**config.mk**
```make
export PLATFORM = sky130hd
export DESIGN_NAME = tccu_core
export DESIGN_NICKNAME = d
export VERILOG_FILES = /design/src/tccu_pkg.sv /design/src/tccu_tick.sv /design/src/tccu_core.sv
export SDC_FILE = /design/constraint.sdc
export NUM_CORES = 1
export LEC_CHECK = 0
export BUFFER_PORTS_ARGS = -buffer_cell sky130_fd_sc_hd__buf_4
export CAP_MARGIN = 20
export CORE_MARGIN = 5
export CORE_UTILIZATION = 55
export CTS_BUF_LIST = sky130_fd_sc_hd__clkbuf_4
export DETAILED_ROUTE_END_ITERATION = 10
export GPL_ROUTABILITY_DRIVEN = 1
export PLACE_DENSITY = 0.7
export SLEW_MARGIN = 10
export SYNTH_ARGS = -nofsm -noshare
export SYNTH_HDL_FRONTEND = slang
export SYNTH_SLANG_ARGS = --single-unit
```
**constraint.sdc**
```tcl
create_clock -name ref_clk -period 13.7 [get_ports ref_clk]
set_clock_uncertainty 0.1 [all_clocks]
set_input_delay 2.055 -clock ref_clk [delete_from_list [all_inputs] [get_ports ref_clk]]
set_output_delay 2.055 -clock ref_clk [all_outputs]
set_load 0.05 [all_outputs]
```
**src/tccu_pkg.sv**
```systemverilog
// Constants shared by the timer capture/compare unit
`default_nettype none

package tccu_pkg;

  // Register bus widths
  localparam int ADDR_W = 8;
  localparam int DATA_W = 8;

  // Byte offsets of the register map
  localparam logic [7:0] CTL_ONE_OFS = 8'h00;
  localparam logic [7:0] CTL_TWO_OFS = 8'h01;
  localparam logic [7:0] STATUS_OFS = 8'h02;
  localparam logic [1:0][7:0] CAP_HI_OFS = {8'h07, 8'h03};
  localparam logic [1:0][7:0] CAP_LO_OFS = {8'h08, 8'h04};
  localparam logic [1:0][7:0] CMP_HI_OFS = {8'h09, 8'h05};
  localparam logic [1:0][7:0] CMP_LO_OFS = {8'h0a, 8'h06};
  localparam logic [7:0] CNT_HI_OFS = 8'h0b;
  localparam logic [7:0] CNT_LO_OFS = 8'h0c;
  localparam logic [7:0] ALT_HI_OFS = 8'h0d;
  localparam logic [7:0] ALT_LO_OFS = 8'h0e;

  // timer_control_one bit positions
  localparam int CAP_IRQ_EN_BIT = 7;
  localparam int CMP_IRQ_EN_BIT = 6;
  localparam int OVF_IRQ_EN_BIT = 5;
  localparam int FORCE_BIT [2] = '{3, 4};
  localparam int LEVEL_BIT [2] = '{0, 2};
  localparam int EDGE_ONE_BIT = 1;

  // timer_control_two bit positions
  localparam int OE_BIT [2] = '{7, 6};
  localparam int PULSE_BIT = 5;
  localparam int PWM_BIT = 4;
  localparam int CKSEL_MSB = 3;
  localparam int CKSEL_LSB = 2;
  localparam int EDGE_TWO_BIT = 1;
  localparam int EXT_EDGE_BIT = 0;

  // timer_status_reg bit positions
  localparam int CAP_FLAG_BIT [2] = '{7, 4};
  localparam int CMP_FLAG_BIT [2] = '{6, 3};
  localparam int OVF_FLAG_BIT = 5;

  // Reset, reload and rollover values
  localparam logic [15:0] CNT_RST = 16'hfffc;
  localparam logic [15:0] CNT_MAX = 16'hffff;
  localparam logic [15:0] CMP_RST = 16'h8000;

  // Counter clock selection codes and prescaler masks
  localparam logic [1:0] CKSEL_DIV4 = 2'h0;
  localparam logic [1:0] CKSEL_DIV2 = 2'h1;
  localparam logic [1:0] CKSEL_DIV8 = 2'h2;
  localparam logic [1:0] CKSEL_EXT = 2'h3;
  localparam logic [2:0] PRE_MASK_DIV2 = 3'h1;
  localparam logic [2:0] PRE_MASK_DIV4 = 3'h3;
  localparam logic [2:0] PRE_MASK_DIV8 = 3'h7;

endpackage

`default_nettype wire

```
**src/tccu_tick.sv**
```systemverilog
// Counter advance pulse: prescaled CPU clock or external clock edge
`default_nettype none

module tccu_tick (
  input wire logic ref_clk,
  input wire logic rst,
  input wire logic [1:0] clock_select,
  input wire logic ext_clk_pin,
  input wire logic ext_edge_select,
  output logic tick
);

  typedef struct packed {
    logic [2:0] pre;
    logic [2:0] ext_sync;
    logic tick;
  } tccu_tick_t;

  tccu_tick_t st_q;
  tccu_tick_t st_d;
  logic [2:0] mask;
  logic ext_edge;

  // Only stages one and two feed the edge detector, never stage zero
  assign ext_edge = ext_edge_select ? (st_q.ext_sync[1] & ~st_q.ext_sync[2])
                                    : (~st_q.ext_sync[1] & st_q.ext_sync[2]);

  // Prescaler mask per selection
  always_comb begin
    case (clock_select)
      tccu_pkg::CKSEL_DIV2: mask = tccu_pkg::PRE_MASK_DIV2;
      tccu_pkg::CKSEL_DIV4: mask = tccu_pkg::PRE_MASK_DIV4;
      tccu_pkg::CKSEL_DIV8: mask = tccu_pkg::PRE_MASK_DIV8;
      default: mask = tccu_pkg::PRE_MASK_DIV8;
    endcase
  end

  // Free-running prescaler; external clock needs four CPU clocks per edge
  always_comb begin
    st_d = st_q;
    st_d.pre = st_q.pre + 3'h1;
    st_d.ext_sync = {st_q.ext_sync[1:0], ext_clk_pin};
    if (clock_select == tccu_pkg::CKSEL_EXT) begin
      st_d.tick = ext_edge; // RULE_24
    end else begin
      st_d.tick = ((st_q.pre & mask) == mask); // RULE_24
    end
  end

  always_ff @(posedge ref_clk or posedge rst) begin
    if (rst) begin
      st_q <= '0;
    end else begin
      st_q <= st_d;
    end
  end

  assign tick = st_q.tick;

endmodule

`default_nettype wire

```
**src/tccu_core.sv**
```systemverilog
// Capture/compare stages of the 16-bit free-running timer
// What this block does
// [RULE_01] Each capture pin edge copies the counter into its capture value.
// [RULE_02] Capture values are read-only; writes leave them unchanged.
// [RULE_03] Each capture channel has its own rising/falling edge select bit.
// [RULE_04] Capture sets its flag; interrupt when enabled and CPU mask clear.
// [RULE_05] Capture flag clears after status read then low-byte access.
// [RULE_06] Reading capture high byte blocks captures until low byte read.
// [RULE_07] Newer captures overwrite older capture values.
// [RULE_08] In single-pulse or PWM mode only capture channel two works.
// [RULE_09] Capture pins always feed capture logic, even when driven as outputs.
// [RULE_10] Capture flag appears two to three clocks after the pin event.
// [RULE_11] Both compare values are checked against the counter each tick.
// [RULE_12] Match sets compare flag, drives level, may raise the interrupt.
// [RULE_13] Compare values are software read/write; reset loads 8000h.
// [RULE_14] Compare pin latches are low during reset.
// [RULE_15] Compare flag clears after status read then low-byte access.
// [RULE_16] High-byte write suspends compare until low-byte write.
// [RULE_17] Software should write high byte, read status, then low byte.
// [RULE_18] With output disabled, no level on match; flag still sets.
// [RULE_19] Flag and pin update during the counter state equal to compare.
// [RULE_20] Force bit copies level to pin with no flag and no interrupt.
// [RULE_21] Force bits do nothing in single-pulse or PWM mode.
// [RULE_22] Software updates compare value and level after each match.
// [RULE_23] Counter counts up; rollover to zero sets the overflow flag.
// [RULE_24] Counter advances at CPU clock /2, /4, /8 or external clock.
// [RULE_25] Counter resets to FFFCh; low or alternate low write reloads it.
// [RULE_26] Capture pins pass a two-stage synchroniser before edge detection.
// [RULE_27] A capture in the cycle of a status read keeps its flag set.
//
// Local design decisions: the strobed register port and the address map.
`default_nettype none

module tccu_core (
  input wire logic ref_clk,
  input wire logic rst,
  input wire logic [7:0] reg_addr,
  input wire logic [7:0] reg_wdata,
  input wire logic reg_wr,
  input wire logic reg_rd,
  output logic [7:0] reg_rdata,
  input wire logic [1:0] capture_pin,
  input wire logic ext_clk_pin,
  input wire logic cpu_irq_mask,
  output logic [1:0] compare_pin,
  output logic [1:0] compare_output_enable,
  output logic timer_irq
);

  // Core state, apart from the prescaler and clock sync in tccu_tick, in one packed word, so reset and update stay together
  // Capture sync stages, flags and pin latches all live here, no stray registers
  typedef struct packed {
    logic [15:0] cnt;
    logic cnt_new;
    logic [7:0] cnt_buf;
    logic cnt_buf_valid;
    logic [1:0][15:0] cap;
    logic [1:0][15:0] cmp;
    logic [7:0] ctl_one;
    logic [7:0] ctl_two;
    logic [1:0] cap_flag;
    logic [1:0] cap_arm;
    logic [1:0] cap_inh;
    logic [1:0] cmp_flag;
    logic [1:0] cmp_arm;
    logic [1:0] cmp_inh;
    logic ovf_flag;
    logic ovf_arm;
    logic [1:0] sync1;
    logic [1:0] sync2;
    logic [1:0] sync3;
    logic [1:0] pin;
    logic [7:0] rdata;
  } tccu_core_t;

  tccu_core_t st_q;
  tccu_core_t st_d;
  // Combinational helpers derived from the registered state
  logic tick;
  logic pulse_mode;
  logic pwm_mode;
  logic special_mode;
  logic [1:0] edge_sel;
  logic [1:0] cap_event;
  logic [1:0] cmp_match;
  logic [7:0] status_view;

  // Register access decode, used for every address of the map
  // The strobe is folded in, so an address alone never decodes
  function automatic logic hit(input logic [7:0] a, input logic [7:0] ofs,
                               input logic strobe);
    hit = strobe && (a == ofs);
  endfunction

  // Counter advance pulse from the prescaler or external clock
  // The pulse is registered there, so the count moves one clock later
  tccu_tick u_tick (
    .ref_clk(ref_clk),
    .rst(rst),
    .clock_select(st_q.ctl_two[tccu_pkg::CKSEL_MSB:tccu_pkg::CKSEL_LSB]),
    .ext_clk_pin(ext_clk_pin),
    .ext_edge_select(st_q.ctl_two[tccu_pkg::EXT_EDGE_BIT]),
    .tick(tick)
  );

  // Mode decode; PWM wins when both mode bits are set
  // Limitation: the waveform generators themselves are not built here
  assign pwm_mode = st_q.ctl_two[tccu_pkg::PWM_BIT];
  assign pulse_mode = st_q.ctl_two[tccu_pkg::PULSE_BIT] & ~pwm_mode;
  assign special_mode = pulse_mode | pwm_mode;

  // Each channel owns an edge select bit in a different control register
  // Both bits reset to zero, which selects the falling edge
  assign edge_sel[0] = st_q.ctl_one[tccu_pkg::EDGE_ONE_BIT]; // RULE_03
  assign edge_sel[1] = st_q.ctl_two[tccu_pkg::EDGE_TWO_BIT]; // RULE_03

  // Edge detect on synchronised samples; stage one is never looked at here
  // An edge seen here sets the flag one edge later, three clocks in all
  genvar g;
  generate
    for (g = 0; g < 2; g++) begin : g_cap
      logic rise;
      logic fall;
      logic allowed;
      assign rise = st_q.sync2[g] & ~st_q.sync3[g]; // RULE_10
      assign fall = ~st_q.sync2[g] & st_q.sync3[g];
      // Channel one belongs to single-pulse and PWM generation
      assign allowed = (g == 1) || !special_mode; // RULE_08
      // Only the mode gate and the high-byte inhibit mask events; self-inflicted output toggles are captured
      assign cap_event[g] = (edge_sel[g] ? rise : fall) && allowed &&
                            !st_q.cap_inh[g]; // RULE_06 RULE_09
      // Compare only once per new counter state, while not suspended
      // A suspended channel skips the match but keeps the flag it has
      assign cmp_match[g] = st_q.cnt_new && !st_q.cmp_inh[g] &&
                            (st_q.cnt == st_q.cmp[g]); // RULE_11 RULE_19
    end
  endgenerate

  // Status byte as software sees it; unused bits read zero
  // Reading it has side effects: every flag set at that moment is armed
  always_comb begin
    status_view = '0;
    for (int i = 0; i < 2; i++) begin
      status_view[tccu_pkg::CAP_FLAG_BIT[i]] = st_q.cap_flag[i];
      status_view[tccu_pkg::CMP_FLAG_BIT[i]] = st_q.cmp_flag[i];
    end
    status_view[tccu_pkg::OVF_FLAG_BIT] = st_q.ovf_flag;
  end

  // Next-state logic for the whole unit
  // Clears come first and sets last below, so an event that falls in
  // the cycle of a clear is never lost
  always_comb begin
    st_d = st_q;
    st_d.rdata = '0;

    // Two-stage synchroniser, then a third stage for the edge detector
    // No enable gates the pins, so driven outputs are captured as well
    st_d.sync1 = capture_pin; // RULE_26 RULE_09
    st_d.sync2 = st_q.sync1; // RULE_26
    st_d.sync3 = st_q.sync2;

    // Counter: software reload has priority over the advance pulse
    // cnt_new marks the one cycle in which compares look at a changed
    // count, so a count that dwells for many clocks matches only once
    st_d.cnt_new = tick;
    if (hit(reg_addr, tccu_pkg::CNT_LO_OFS, reg_wr) ||
        hit(reg_addr, tccu_pkg::ALT_LO_OFS, reg_wr)) begin
      st_d.cnt = tccu_pkg::CNT_RST; // RULE_25
      st_d.cnt_new = 1'b1;
    end else if (tick) begin
      st_d.cnt = st_q.cnt + 16'h0001; // RULE_23
    end

    // Overflow flag: clear step first so that a set in the same cycle wins
    // The alternate low byte reads the count without touching this flag
    if (st_q.ovf_arm && (hit(reg_addr, tccu_pkg::CNT_LO_OFS, reg_rd) ||
                         hit(reg_addr, tccu_pkg::CNT_LO_OFS, reg_wr))) begin
      st_d.ovf_flag = 1'b0;
      st_d.ovf_arm = 1'b0;
    end
    if (hit(reg_addr, tccu_pkg::STATUS_OFS, reg_rd) && st_q.ovf_flag) begin
      st_d.ovf_arm = 1'b1;
    end
    if (tick && (st_q.cnt == tccu_pkg::CNT_MAX) &&
        !hit(reg_addr, tccu_pkg::CNT_LO_OFS, reg_wr) &&
        !hit(reg_addr, tccu_pkg::ALT_LO_OFS, reg_wr)) begin
      st_d.ovf_flag = 1'b1; // RULE_23
    end

    // Capture channels
    for (int i = 0; i < 2; i++) begin
      // Flag clear takes two steps: status read while set, then low access
      // A low access without the armed status read leaves the flag set
      if (st_q.cap_arm[i] &&
          (hit(reg_addr, tccu_pkg::CAP_LO_OFS[i], reg_rd) ||
           hit(reg_addr, tccu_pkg::CAP_LO_OFS[i], reg_wr))) begin
        st_d.cap_flag[i] = 1'b0; // RULE_05
        st_d.cap_arm[i] = 1'b0;
      end
      if (hit(reg_addr, tccu_pkg::STATUS_OFS, reg_rd) &&
          st_q.cap_flag[i]) begin
        st_d.cap_arm[i] = 1'b1; // RULE_05
      end
      // High read freezes the channel so the low byte stays coherent
      if (hit(reg_addr, tccu_pkg::CAP_HI_OFS[i], reg_rd)) begin
        st_d.cap_inh[i] = 1'b1; // RULE_06
      end
      if (hit(reg_addr, tccu_pkg::CAP_LO_OFS[i], reg_rd)) begin
        st_d.cap_inh[i] = 1'b0; // RULE_06
      end
      // Latest event always overwrites; set beats any clear
      // The value is the count of the detect cycle, not of the pin event
      if (cap_event[i]) begin
        st_d.cap[i] = st_q.cnt; // RULE_01 RULE_07
        st_d.cap_flag[i] = 1'b1; // RULE_04 RULE_10 RULE_27
      end
      // Writes to capture values are deliberately not decoded: RULE_02
    end

    // Compare channels
    for (int i = 0; i < 2; i++) begin
      if (st_q.cmp_arm[i] &&
          (hit(reg_addr, tccu_pkg::CMP_LO_OFS[i], reg_rd) ||
           hit(reg_addr, tccu_pkg::CMP_LO_OFS[i], reg_wr))) begin
        st_d.cmp_flag[i] = 1'b0; // RULE_15
        st_d.cmp_arm[i] = 1'b0;
      end
      if (hit(reg_addr, tccu_pkg::STATUS_OFS, reg_rd) &&
          st_q.cmp_flag[i]) begin
        st_d.cmp_arm[i] = 1'b1; // RULE_15
      end
      // Byte writes; the high write suspends matching until the low write
      // Suspension covers the gap between the two halves of a new value
      if (hit(reg_addr, tccu_pkg::CMP_HI_OFS[i], reg_wr)) begin
        st_d.cmp[i][15:8] = reg_wdata; // RULE_13
        st_d.cmp_inh[i] = 1'b1; // RULE_16
      end
      if (hit(reg_addr, tccu_pkg::CMP_LO_OFS[i], reg_wr)) begin
        st_d.cmp[i][7:0] = reg_wdata; // RULE_13
        st_d.cmp_inh[i] = 1'b0; // RULE_16
      end
      if (cmp_match[i]) begin
        // Hardware flag is owned by the waveform modes on these channels
        if (!pwm_mode && !(pulse_mode && i == 0)) begin
          st_d.cmp_flag[i] = 1'b1; // RULE_12 RULE_18
        end
        // Level reaches the pin only when the pin belongs to the timer
        // The pin moves at the same edge as the flag would
        if (st_q.ctl_two[tccu_pkg::OE_BIT[i]]) begin
          st_d.pin[i] =
            st_q.ctl_one[tccu_pkg::LEVEL_BIT[i]]; // RULE_12 RULE_18
        end
      end
    end

    // Control writes; force bits act once and are not stored
    // Force needs the pin owned by the timer, or the level would be lost
    if (hit(reg_addr, tccu_pkg::CTL_ONE_OFS, reg_wr)) begin
      st_d.ctl_one = reg_wdata;
      st_d.ctl_one[tccu_pkg::FORCE_BIT[0]] = 1'b0;
      st_d.ctl_one[tccu_pkg::FORCE_BIT[1]] = 1'b0;
      for (int i = 0; i < 2; i++) begin
        // Force takes the level written in the same cycle, no flag
        if (reg_wdata[tccu_pkg::FORCE_BIT[i]] && !special_mode &&
            st_q.ctl_two[tccu_pkg::OE_BIT[i]]) begin // RULE_21
          st_d.pin[i] = reg_wdata[tccu_pkg::LEVEL_BIT[i]]; // RULE_20
        end
      end
    end
    if (hit(reg_addr, tccu_pkg::CTL_TWO_OFS, reg_wr)) begin
      st_d.ctl_two = reg_wdata;
    end

    // Counter high read buffers the low byte; MSB re-reads keep the buffer
    // This shields the low byte from a carry between the two reads
    if (hit(reg_addr, tccu_pkg::CNT_HI_OFS, reg_rd) ||
        hit(reg_addr, tccu_pkg::ALT_HI_OFS, reg_rd)) begin
      if (!st_q.cnt_buf_valid) begin
        st_d.cnt_buf = st_q.cnt[7:0];
        st_d.cnt_buf_valid = 1'b1;
      end
    end
    if (hit(reg_addr, tccu_pkg::CNT_LO_OFS, reg_rd) ||
        hit(reg_addr, tccu_pkg::ALT_LO_OFS, reg_rd)) begin
      st_d.cnt_buf_valid = 1'b0;
    end

    // Read data, presented the cycle after the strobe; unmapped reads zero
    // Zero outside the read cycle keeps a stale byte off the bus
    if (reg_rd) begin
      case (reg_addr)
        tccu_pkg::CTL_ONE_OFS: st_d.rdata = st_q.ctl_one;
        tccu_pkg::CTL_TWO_OFS: st_d.rdata = st_q.ctl_two;
        tccu_pkg::STATUS_OFS: st_d.rdata = status_view;
        tccu_pkg::CAP_HI_OFS[0]: st_d.rdata = st_q.cap[0][15:8];
        tccu_pkg::CAP_LO_OFS[0]: st_d.rdata = st_q.cap[0][7:0];
        tccu_pkg::CAP_HI_OFS[1]: st_d.rdata = st_q.cap[1][15:8];
        tccu_pkg::CAP_LO_OFS[1]: st_d.rdata = st_q.cap[1][7:0];
        tccu_pkg::CMP_HI_OFS[0]: st_d.rdata = st_q.cmp[0][15:8];
        tccu_pkg::CMP_LO_OFS[0]: st_d.rdata = st_q.cmp[0][7:0];
        tccu_pkg::CMP_HI_OFS[1]: st_d.rdata = st_q.cmp[1][15:8];
        tccu_pkg::CMP_LO_OFS[1]: st_d.rdata = st_q.cmp[1][7:0];
        tccu_pkg::CNT_HI_OFS, tccu_pkg::ALT_HI_OFS: begin
          st_d.rdata = st_q.cnt[15:8];
        end
        tccu_pkg::CNT_LO_OFS, tccu_pkg::ALT_LO_OFS: begin
          st_d.rdata = st_q.cnt_buf_valid ? st_q.cnt_buf : st_q.cnt[7:0];
        end
        default: st_d.rdata = '0;
      endcase
    end
  end

  // All core state but the tccu_tick prescaler and clock sync in one register; reset loads constants only
  // Counter and compare values have non-zero reset constants of their own
  always_ff @(posedge ref_clk or posedge rst) begin
    if (rst) begin
      st_q <= '0; // RULE_14
      st_q.cnt <= tccu_pkg::CNT_RST; // RULE_25
      st_q.cmp <= {tccu_pkg::CMP_RST, tccu_pkg::CMP_RST}; // RULE_13
    end else begin
      st_q <= st_d;
    end
  end

  // Shared interrupt: pending flags stay until enables and mask allow
  // The mask is applied last, so a masked request waits in the flags
  assign timer_irq = !cpu_irq_mask && (
    (st_q.ctl_one[tccu_pkg::CAP_IRQ_EN_BIT] && |st_q.cap_flag) || // RULE_04
    (st_q.ctl_one[tccu_pkg::CMP_IRQ_EN_BIT] && |st_q.cmp_flag) || // RULE_12
    (st_q.ctl_one[tccu_pkg::OVF_IRQ_EN_BIT] && st_q.ovf_flag));

  // Pin latches and their ownership come straight from flip-flops
  // With an enable low the pad is free for general I/O use
  assign compare_pin = st_q.pin;
  assign compare_output_enable = {st_q.ctl_two[tccu_pkg::OE_BIT[1]],
                                  st_q.ctl_two[tccu_pkg::OE_BIT[0]]};
  assign reg_rdata = st_q.rdata;

endmodule

`default_nettype wire

```
==> results of run 1 <==
[cell type report]
| type | count | area [sq um] |
|---|---|---|
| clock buffer | 22 | 165 |
| clock inverter | 10 | 100 |
| fill | 1085 | 5060 |
| inverter | 8 | 35.0 |
| multi-input combinational | 420 | 3300 |
| sequential | 141 | 3550 |
| tap | 172 | 215 |
| timing repair buffer | 39 | 293 |
[state kept, by name, summed over array words and instances (netlist names)]
register	flops
reg_rdata	8
st_d	4
compare_output_enable	2
compare_pin	2
st_q	115
u_tick.st_q	4
u_tick.tick	1
pwm_mode	1
edge_sel	2
u_tick.st_d	2
[per-layer routing]
metal / vias up / share of wire (%) / wire (microns) / global-route usage, %
li1: 2248 / - / - / -
met3: 60 / 7.5 / 1490 / 7.72
met5: - / 0 / 0 / 0
met4: 0 / 4.5 / 885 / 13.8
met2: 214 / 45 / 8950 / 38.6
met1: 2575 / 43 / 8470 / 35.5
[cells by family after synthesis]
group / share of synthesized area (%)
buf+inv: 4.62
compound gates: 8.59
xor+xnor: 5.61
fa+ha+maj: 0.348
simple gates: 12.5
mux: 18.9
flops: 49.4
[worst max-delay path, stage by stage]
cell,delay (ns)
sky130_fd_sc_hd__buf_4,0.11
sky130_fd_sc_hd__a31oi_1,0.17
sky130_fd_sc_hd__buf_4,0.23
[through the flow]
step / utilization (%) / hold slack [ns] / cells / setup WS [ns]
2_1_floorplan: - / 0.231 / 628 / 7.79
3_3_place_gp: 58.1 / 0.236 / 780 / 9.03
3_5_place_dp: 58.1 / 0.239 / 780 / 8.99
4_1_cts: 60.2 / 0.265 / 812 / 8.99
5_1_grt: 60.2 / 0.269 / 812 / 8.98
6_report: 60.2 / 0.258 / 812 / 8.98
[worst paths after layout]
path | startpoint | endpoint | slack, ns | cells past startpoint
min in group asynchronous | rst | u_tick.st_d[2] | 1.54 | 2
min reg2reg | u_tick.st_d[2] | u_tick.st_d[3] | 0.26 | 0
max in group asynchronous | rst | st_q[17] | 10.76 | 3
max reg2reg | st_q[35] | st_q[81] | 11.48 | 2
max | cpu_irq_mask | timer_irq | 8.98 | 3
min | u_tick.st_d[2] | u_tick.st_d[3] | 0.26 | 0
[cells in the final DEF, fill, tap and decap left out, drive strengths merged, types with 9 or more instances in the layout]
cell	instances
dfstp	16
a21oi	9
a31oi	14
nand2	45
o21ai	25
nor2	18
buf	39
xnor2	31
mux2	89
clkbuf	22
xor2	15
nand4	15
mux2i	31
dfrtp	125
and3	11
a22o	10
nor3	10
nand3	26
[synth_stat cells (all sizes together), types with 15 or more instances]
library cell	count
dfrtp	125
nor2	18
xnor2	31
mux2i	31
clkbuf	30
nand4	15
nand2	45
o21ai	25
mux2	89
dfstp	16
buf	29
xor2	15
nand3	26
[power breakdown]
part           internal (mW)  switching (mW)  total (mW)
Sequential             0.481          0.0862       0.567
Combinational         0.0890          0.0804       0.169
Clock                  0.116           0.146       0.261
Total                  0.686           0.312       0.998
==> run_results.csv, run 1 <==
group,metric,value,unit
die,die_width,124,microns
clock_tree,clkSinkCount,141,
worst_hold_path,hold_class,"flip-flop to flip-flop",
sta,tns,0,ns
critical_path,timing.critical_path.to_type,"output port",
clock_tree,clk_latency_worst_skew_pair,0.57,ns
sta,setup_viol,0,
place,place.detailed.hpwl,13500,microns
clock_tree,post-cts-setup-buffer-count,0,
synthesis,netlist.area_leader.share,43.6,%
power_and_ir_drop,ir_drop,0.0729,mV
die,std_cell_rows,41,
die,floorplan.io_pins,37,
sta,post-route-period-util,34.4,%
critical_path,critical_path_peak_fanout,1,
clock_tree,clkSlewWorstSetupHoldPaths,0.10,ns
synthesis,synthesis.instances,628,
synthesis,synth_ff_type,"sky130_fd_sc_hd__dfrtp_1",
sta,hold_viol_final,0,
power_and_ir_drop,static-leakage-power,3.41,nW
global_routing,grt_pass1_vias,5205,
power_and_ir_drop,total_power,0.998,mW
sta,max-slew-margin-rel,33.1,%
routing,final_antenna_net_count,0,
place,post_dp_cell_area,0.00739,sq mm
synthesis,asyncSetResetFlopFracSynth,100,%
global_routing,grt_start_max_net_pins,90,
die,die_h,124,microns
global_routing,grt_first_pass_wirelength,31000,microns
sta,slew_at_the_pin_closest_to_its_max_slew_limit,1.00,ns
synthesis,synth_area_leaders,"sky130_fd_sc_hd__dfrtp_1 44%, sky130_fd_sc_hd__mux2_2 14%, sky130_fd_sc_hd__dfstp_2 5.9%",
critical_path,setup.worst_path.class,"input pin to output port",
synthesis,synth_enable_flop_cells,0,
run_status,run_status,"finished, final reports clean",
routing,via_count,5097,
synthesis,synth_area,0.00718,sq mm
sta,timing_max_transition_violations_final,0,
layout,layout.nets,653,
global_routing,antenna_found_initial,0,
synthesis,synth_nets,654,
global_routing,track_usage,26.4,%
clock_tree,tritoncts.num_buffers,17,
place,gp_congestion,0.924,
synthesis,synth-seq-area-share,49.4,%
critical_path,startpoint_type,"input pin",
clock_tree,cts_resized,0,
clock_tree,ctsLongestPathBuffers,2,
routing,drt-wirelength-per-cell,24.4,microns
synthesis,yosysWarningCount,0,
routing,route.detailed.drc,0,
die,initial_core_utilization,56.4,%
global_routing,globalRouteOverflowTotal,0,
routing,drt_iter0_drc,534,
critical_path,cp.arrival,2.56,ns
die,core_area,0.0127,sq mm
routing,drt-total-wl,19800,microns
place,io_buffer_count,36,
sta,fin_crit,4.72,ns
synthesis,netlist-cell-type-count,61,
sta,achievable-frequency,212,MHz
clock_tree,cts_tree,"done",
synthesis,synth_area_per_cell,11.4,sq um
clock_tree,cts_root_buffer,"sky130_fd_sc_hd__clkbuf_4",
power_and_ir_drop,power-per-cell-area,130,mW/mm^2
layout,diodes,0,
job,drv.max_cap_violation_count,0,
routing,vias_per_cell,6.28,
clock_tree,hold_buffers,0,
layout,drive_above_1_share,29.5,%
routing,drt_pre_antenna_iters,5,
layout,area_growth,6.64,%
synthesis,yosysTopAreaCell,"sky130_fd_sc_hd__dfrtp_1",
synthesis,ys_seq_elements,141,
critical_path,crit_required,11.55,ns
die,die-area,0.0154,sq mm
sta,rsz0062_at_grt,"no",
layout,final_area,0.00766,sq mm
clock_tree,htreeDepth,4,
(Power assumes the default switching activity.)
==> inputs of run 2 (changes only) <==
==> constraint.sdc (replaced) <==
create_clock -name ref_clk -period 4.5 [get_ports ref_clk]
set_clock_uncertainty 0.1 [all_clocks]
set_input_delay 0.675 -clock ref_clk [delete_from_list [all_inputs] [get_ports ref_clk]]
set_output_delay 0.675 -clock ref_clk [all_outputs]
set_load 0.05 [all_outputs]
==> run 2 against run 1 <==
  * Wire length increased by 1.0%
  * Design area grew 0.18%
  * Flip-flop and latch count unchanged
  * Cell count rose by 0.37%
  * Via count up 3.2%
  * Global-route usage is 0.12 points lower
  * Die area unchanged
  * Hold slack got worse by 0.13 ns
  * Critical path depth rose by 2
  * Register-to-register slack lost 9.2 ns
  * Worst setup slack worse by 6.9 ns
  * Clock-buffer cell count down 2
  * Largest cell class unchanged
==> run_results.csv, run 2 (synthesis results as in run 1) <==
group,metric,value,unit
layout,layout.nets,656,
routing,route.detailed.drc,0,
die,die_width,124,microns
place,place.detailed.hpwl,13700,microns
place,gp_congestion,0.921,
power_and_ir_drop,power.share.sequential,58.4,%
routing,drt-wirelength-per-cell,24.5,microns
sta,post-route-period-util,54.4,%
layout,area_growth,6.83,%
global_routing,track_usage,26.2,%
critical_path,cp.arrival,2.79,ns
routing,drt_iter0_drc,752,
layout,post_layout_nonfiller_instances,815,
power_and_ir_drop,clock_power_share,24.0,%
routing,drt-total-wl,20000,microns
clock_tree,cts_root_buffer,"sky130_fd_sc_hd__clkbuf_4",
die,die-area,0.0154,sq mm
routing,via_count,5260,
sta,max-slew-margin-rel,32.8,%
job,drv.max_cap_violation_count,0,
layout,largest_register_ffs,115,
routing,vias_per_cell,6.45,
die,core_area,0.0127,sq mm
die,die_h,124,microns
sta,tns,0,ns
power_and_ir_drop,share_comb_of_total_power,17.6,%
global_routing,grt_first_pass_wirelength,31000,microns
global_routing,globalRouteOverflowTotal,0,
critical_path,timing.critical_path.to_type,"flip-flop",
sta,timing_max_transition_violations_final,0,
clock_tree,ctsLongestPathBuffers,2,
critical_path,startpoint_type,"input pin",
routing,final_antenna_net_count,0,
critical_path,crit_required,4.85,ns
die,std_cell_rows,41,
clock_tree,clk_latency_worst_skew_pair,0.57,ns
die,initial_core_utilization,56.4,%
die,floorplan.io_pins,37,
power_and_ir_drop,power-per-cell-area,388,mW/mm^2
clock_tree,clkSlewWorstSetupHoldPaths,0.10,ns
sta,hold_viol_final,0,
place,io_buffer_count,36,
clock_tree,cts_tree,"done",
power_and_ir_drop,static-leakage-power,3.40,nW
worst_hold_path,hold_class,"input pin to flip-flop",
layout,final_common_cell,"sky130_fd_sc_hd__dfrtp_1",
sta,rsz0062_at_grt,"no",
critical_path,critical_path_peak_fanout,9,
sta,setup_viol,0,
run_status,run_status,"finished, final reports clean",
layout,drive_above_1_share,29.2,%
power_and_ir_drop,intPower,2.02,mW
global_routing,grt_pass1_vias,5355,
layout,final_area,0.00767,sq mm
layout,leading_cell_types_in_the_layout_fill_and_taps_excluded,"125 x sky130_fd_sc_hd__dfrtp_1, 89 x sky130_fd_sc_hd__mux2_2, 45 x sky130_fd_sc_hd__nand2_1",
layout,register_with_the_most_flip_flops,"st_q",
routing,drt_pre_antenna_iters,5,
sta,slew_at_the_pin_closest_to_its_max_slew_limit,1.01,ns
clock_tree,tritoncts.num_buffers,17,
sta,achievable-frequency,409,MHz
layout,final_core_utilization,60.3,%
sta,fin_crit,2.45,ns
power_and_ir_drop,ir_drop,0.167,mV
global_routing,antenna_found_initial,0,
place,place_inst,781,
critical_path,setup.worst_path.class,"input pin to flip-flop",
clock_tree,clkSinkCount,141,
place,post_dp_cell_area,0.00741,sq mm
power_and_ir_drop,swShare,32.2,%
global_routing,grt_start_max_net_pins,62,
clock_tree,htreeDepth,4,
power_and_ir_drop,power.switching,0.957,mW
layout,diodes,0,
## run 2: worst paths after layout
| path | endpoint | depth (start not counted) | start | slack, ns |
|---|---|---|---|---|
| worst max register to register | st_q[92] | 2 | st_q[35] | 2.28 |
| worst min register to register | st_d[11] | 0 | st_d[13] | 0.26 |
| worst max-delay path | st_q[46] | 5 | reg_addr[5] | 2.05 |
| min in group asynchronous | st_q[10] | 3 | rst | 0.50 |
| max in group asynchronous | st_q[130] | 5 | rst | 2.74 |
| worst min-delay path | st_d[12] | 1 | capture_pin[0] | 0.12 |
## run 2: final cells by class
cell class	count	area (sq um)
clock buffer	20	150
clock inverter	12	80.1
fill	1065	5050
inverter	8	33.8
multi-input combinational	420	3300
sequential	141	3550
tap	172	215
timing repair buffer	42	343
## run 2: critical path, cell delays in order
cell and delay [ns]:
sky130_fd_sc_hd__buf_4 0.12, sky130_fd_sc_hd__or4_1 0.75, sky130_fd_sc_hd__nor2_4 0.36, sky130_fd_sc_hd__and3_1 0.49, sky130_fd_sc_hd__mux2_2 0.39
## run 2: metrics by stage
stage	total power, mW	hold WS (ns)	worst slack [ns]
after global routing	3.10	0.0851	1.99
final	2.97	0.123	2.05
after global placement	2.24	0.236	1.57
after floorplan	2.05	0.231	1.97
after CTS	2.97	0.0897	2.11
after detailed placement	2.26	0.237	1.51
## run 2: layer usage
| layer | share of wire (%) | track usage, % | vias up |
|---|---|---|---|
| li1 | - | - | 2259 |
| met1 | 41 | 34.6 | 2653 |
| met2 | 45 | 38.6 | 277 |
| met3 | 8.5 | 7.89 | 71 |
| met4 | 5.2 | 14.8 | 0 |
| met5 | 0 | 0 | - |
## run 2: power groups by stage
stage | sequential [mW] | clock [mW] | combinational (mW)
after floorplan | 1.55 | 0 | 0.501
after global placement | 1.74 | 0 | 0.505
after detailed placement | 1.75 | 0 | 0.518
after CTS | 1.72 | 0.728 | 0.520
after global routing | 1.75 | 0.777 | 0.575
final | 1.74 | 0.713 | 0.524
## run 2: what timing repair did
item | in CTS | in global routing
endpoints found under the hold margin | 0 | 9
resized for setup | 0 | 0
setup buffers | 0 | 0
hold buffers | 0 | 1
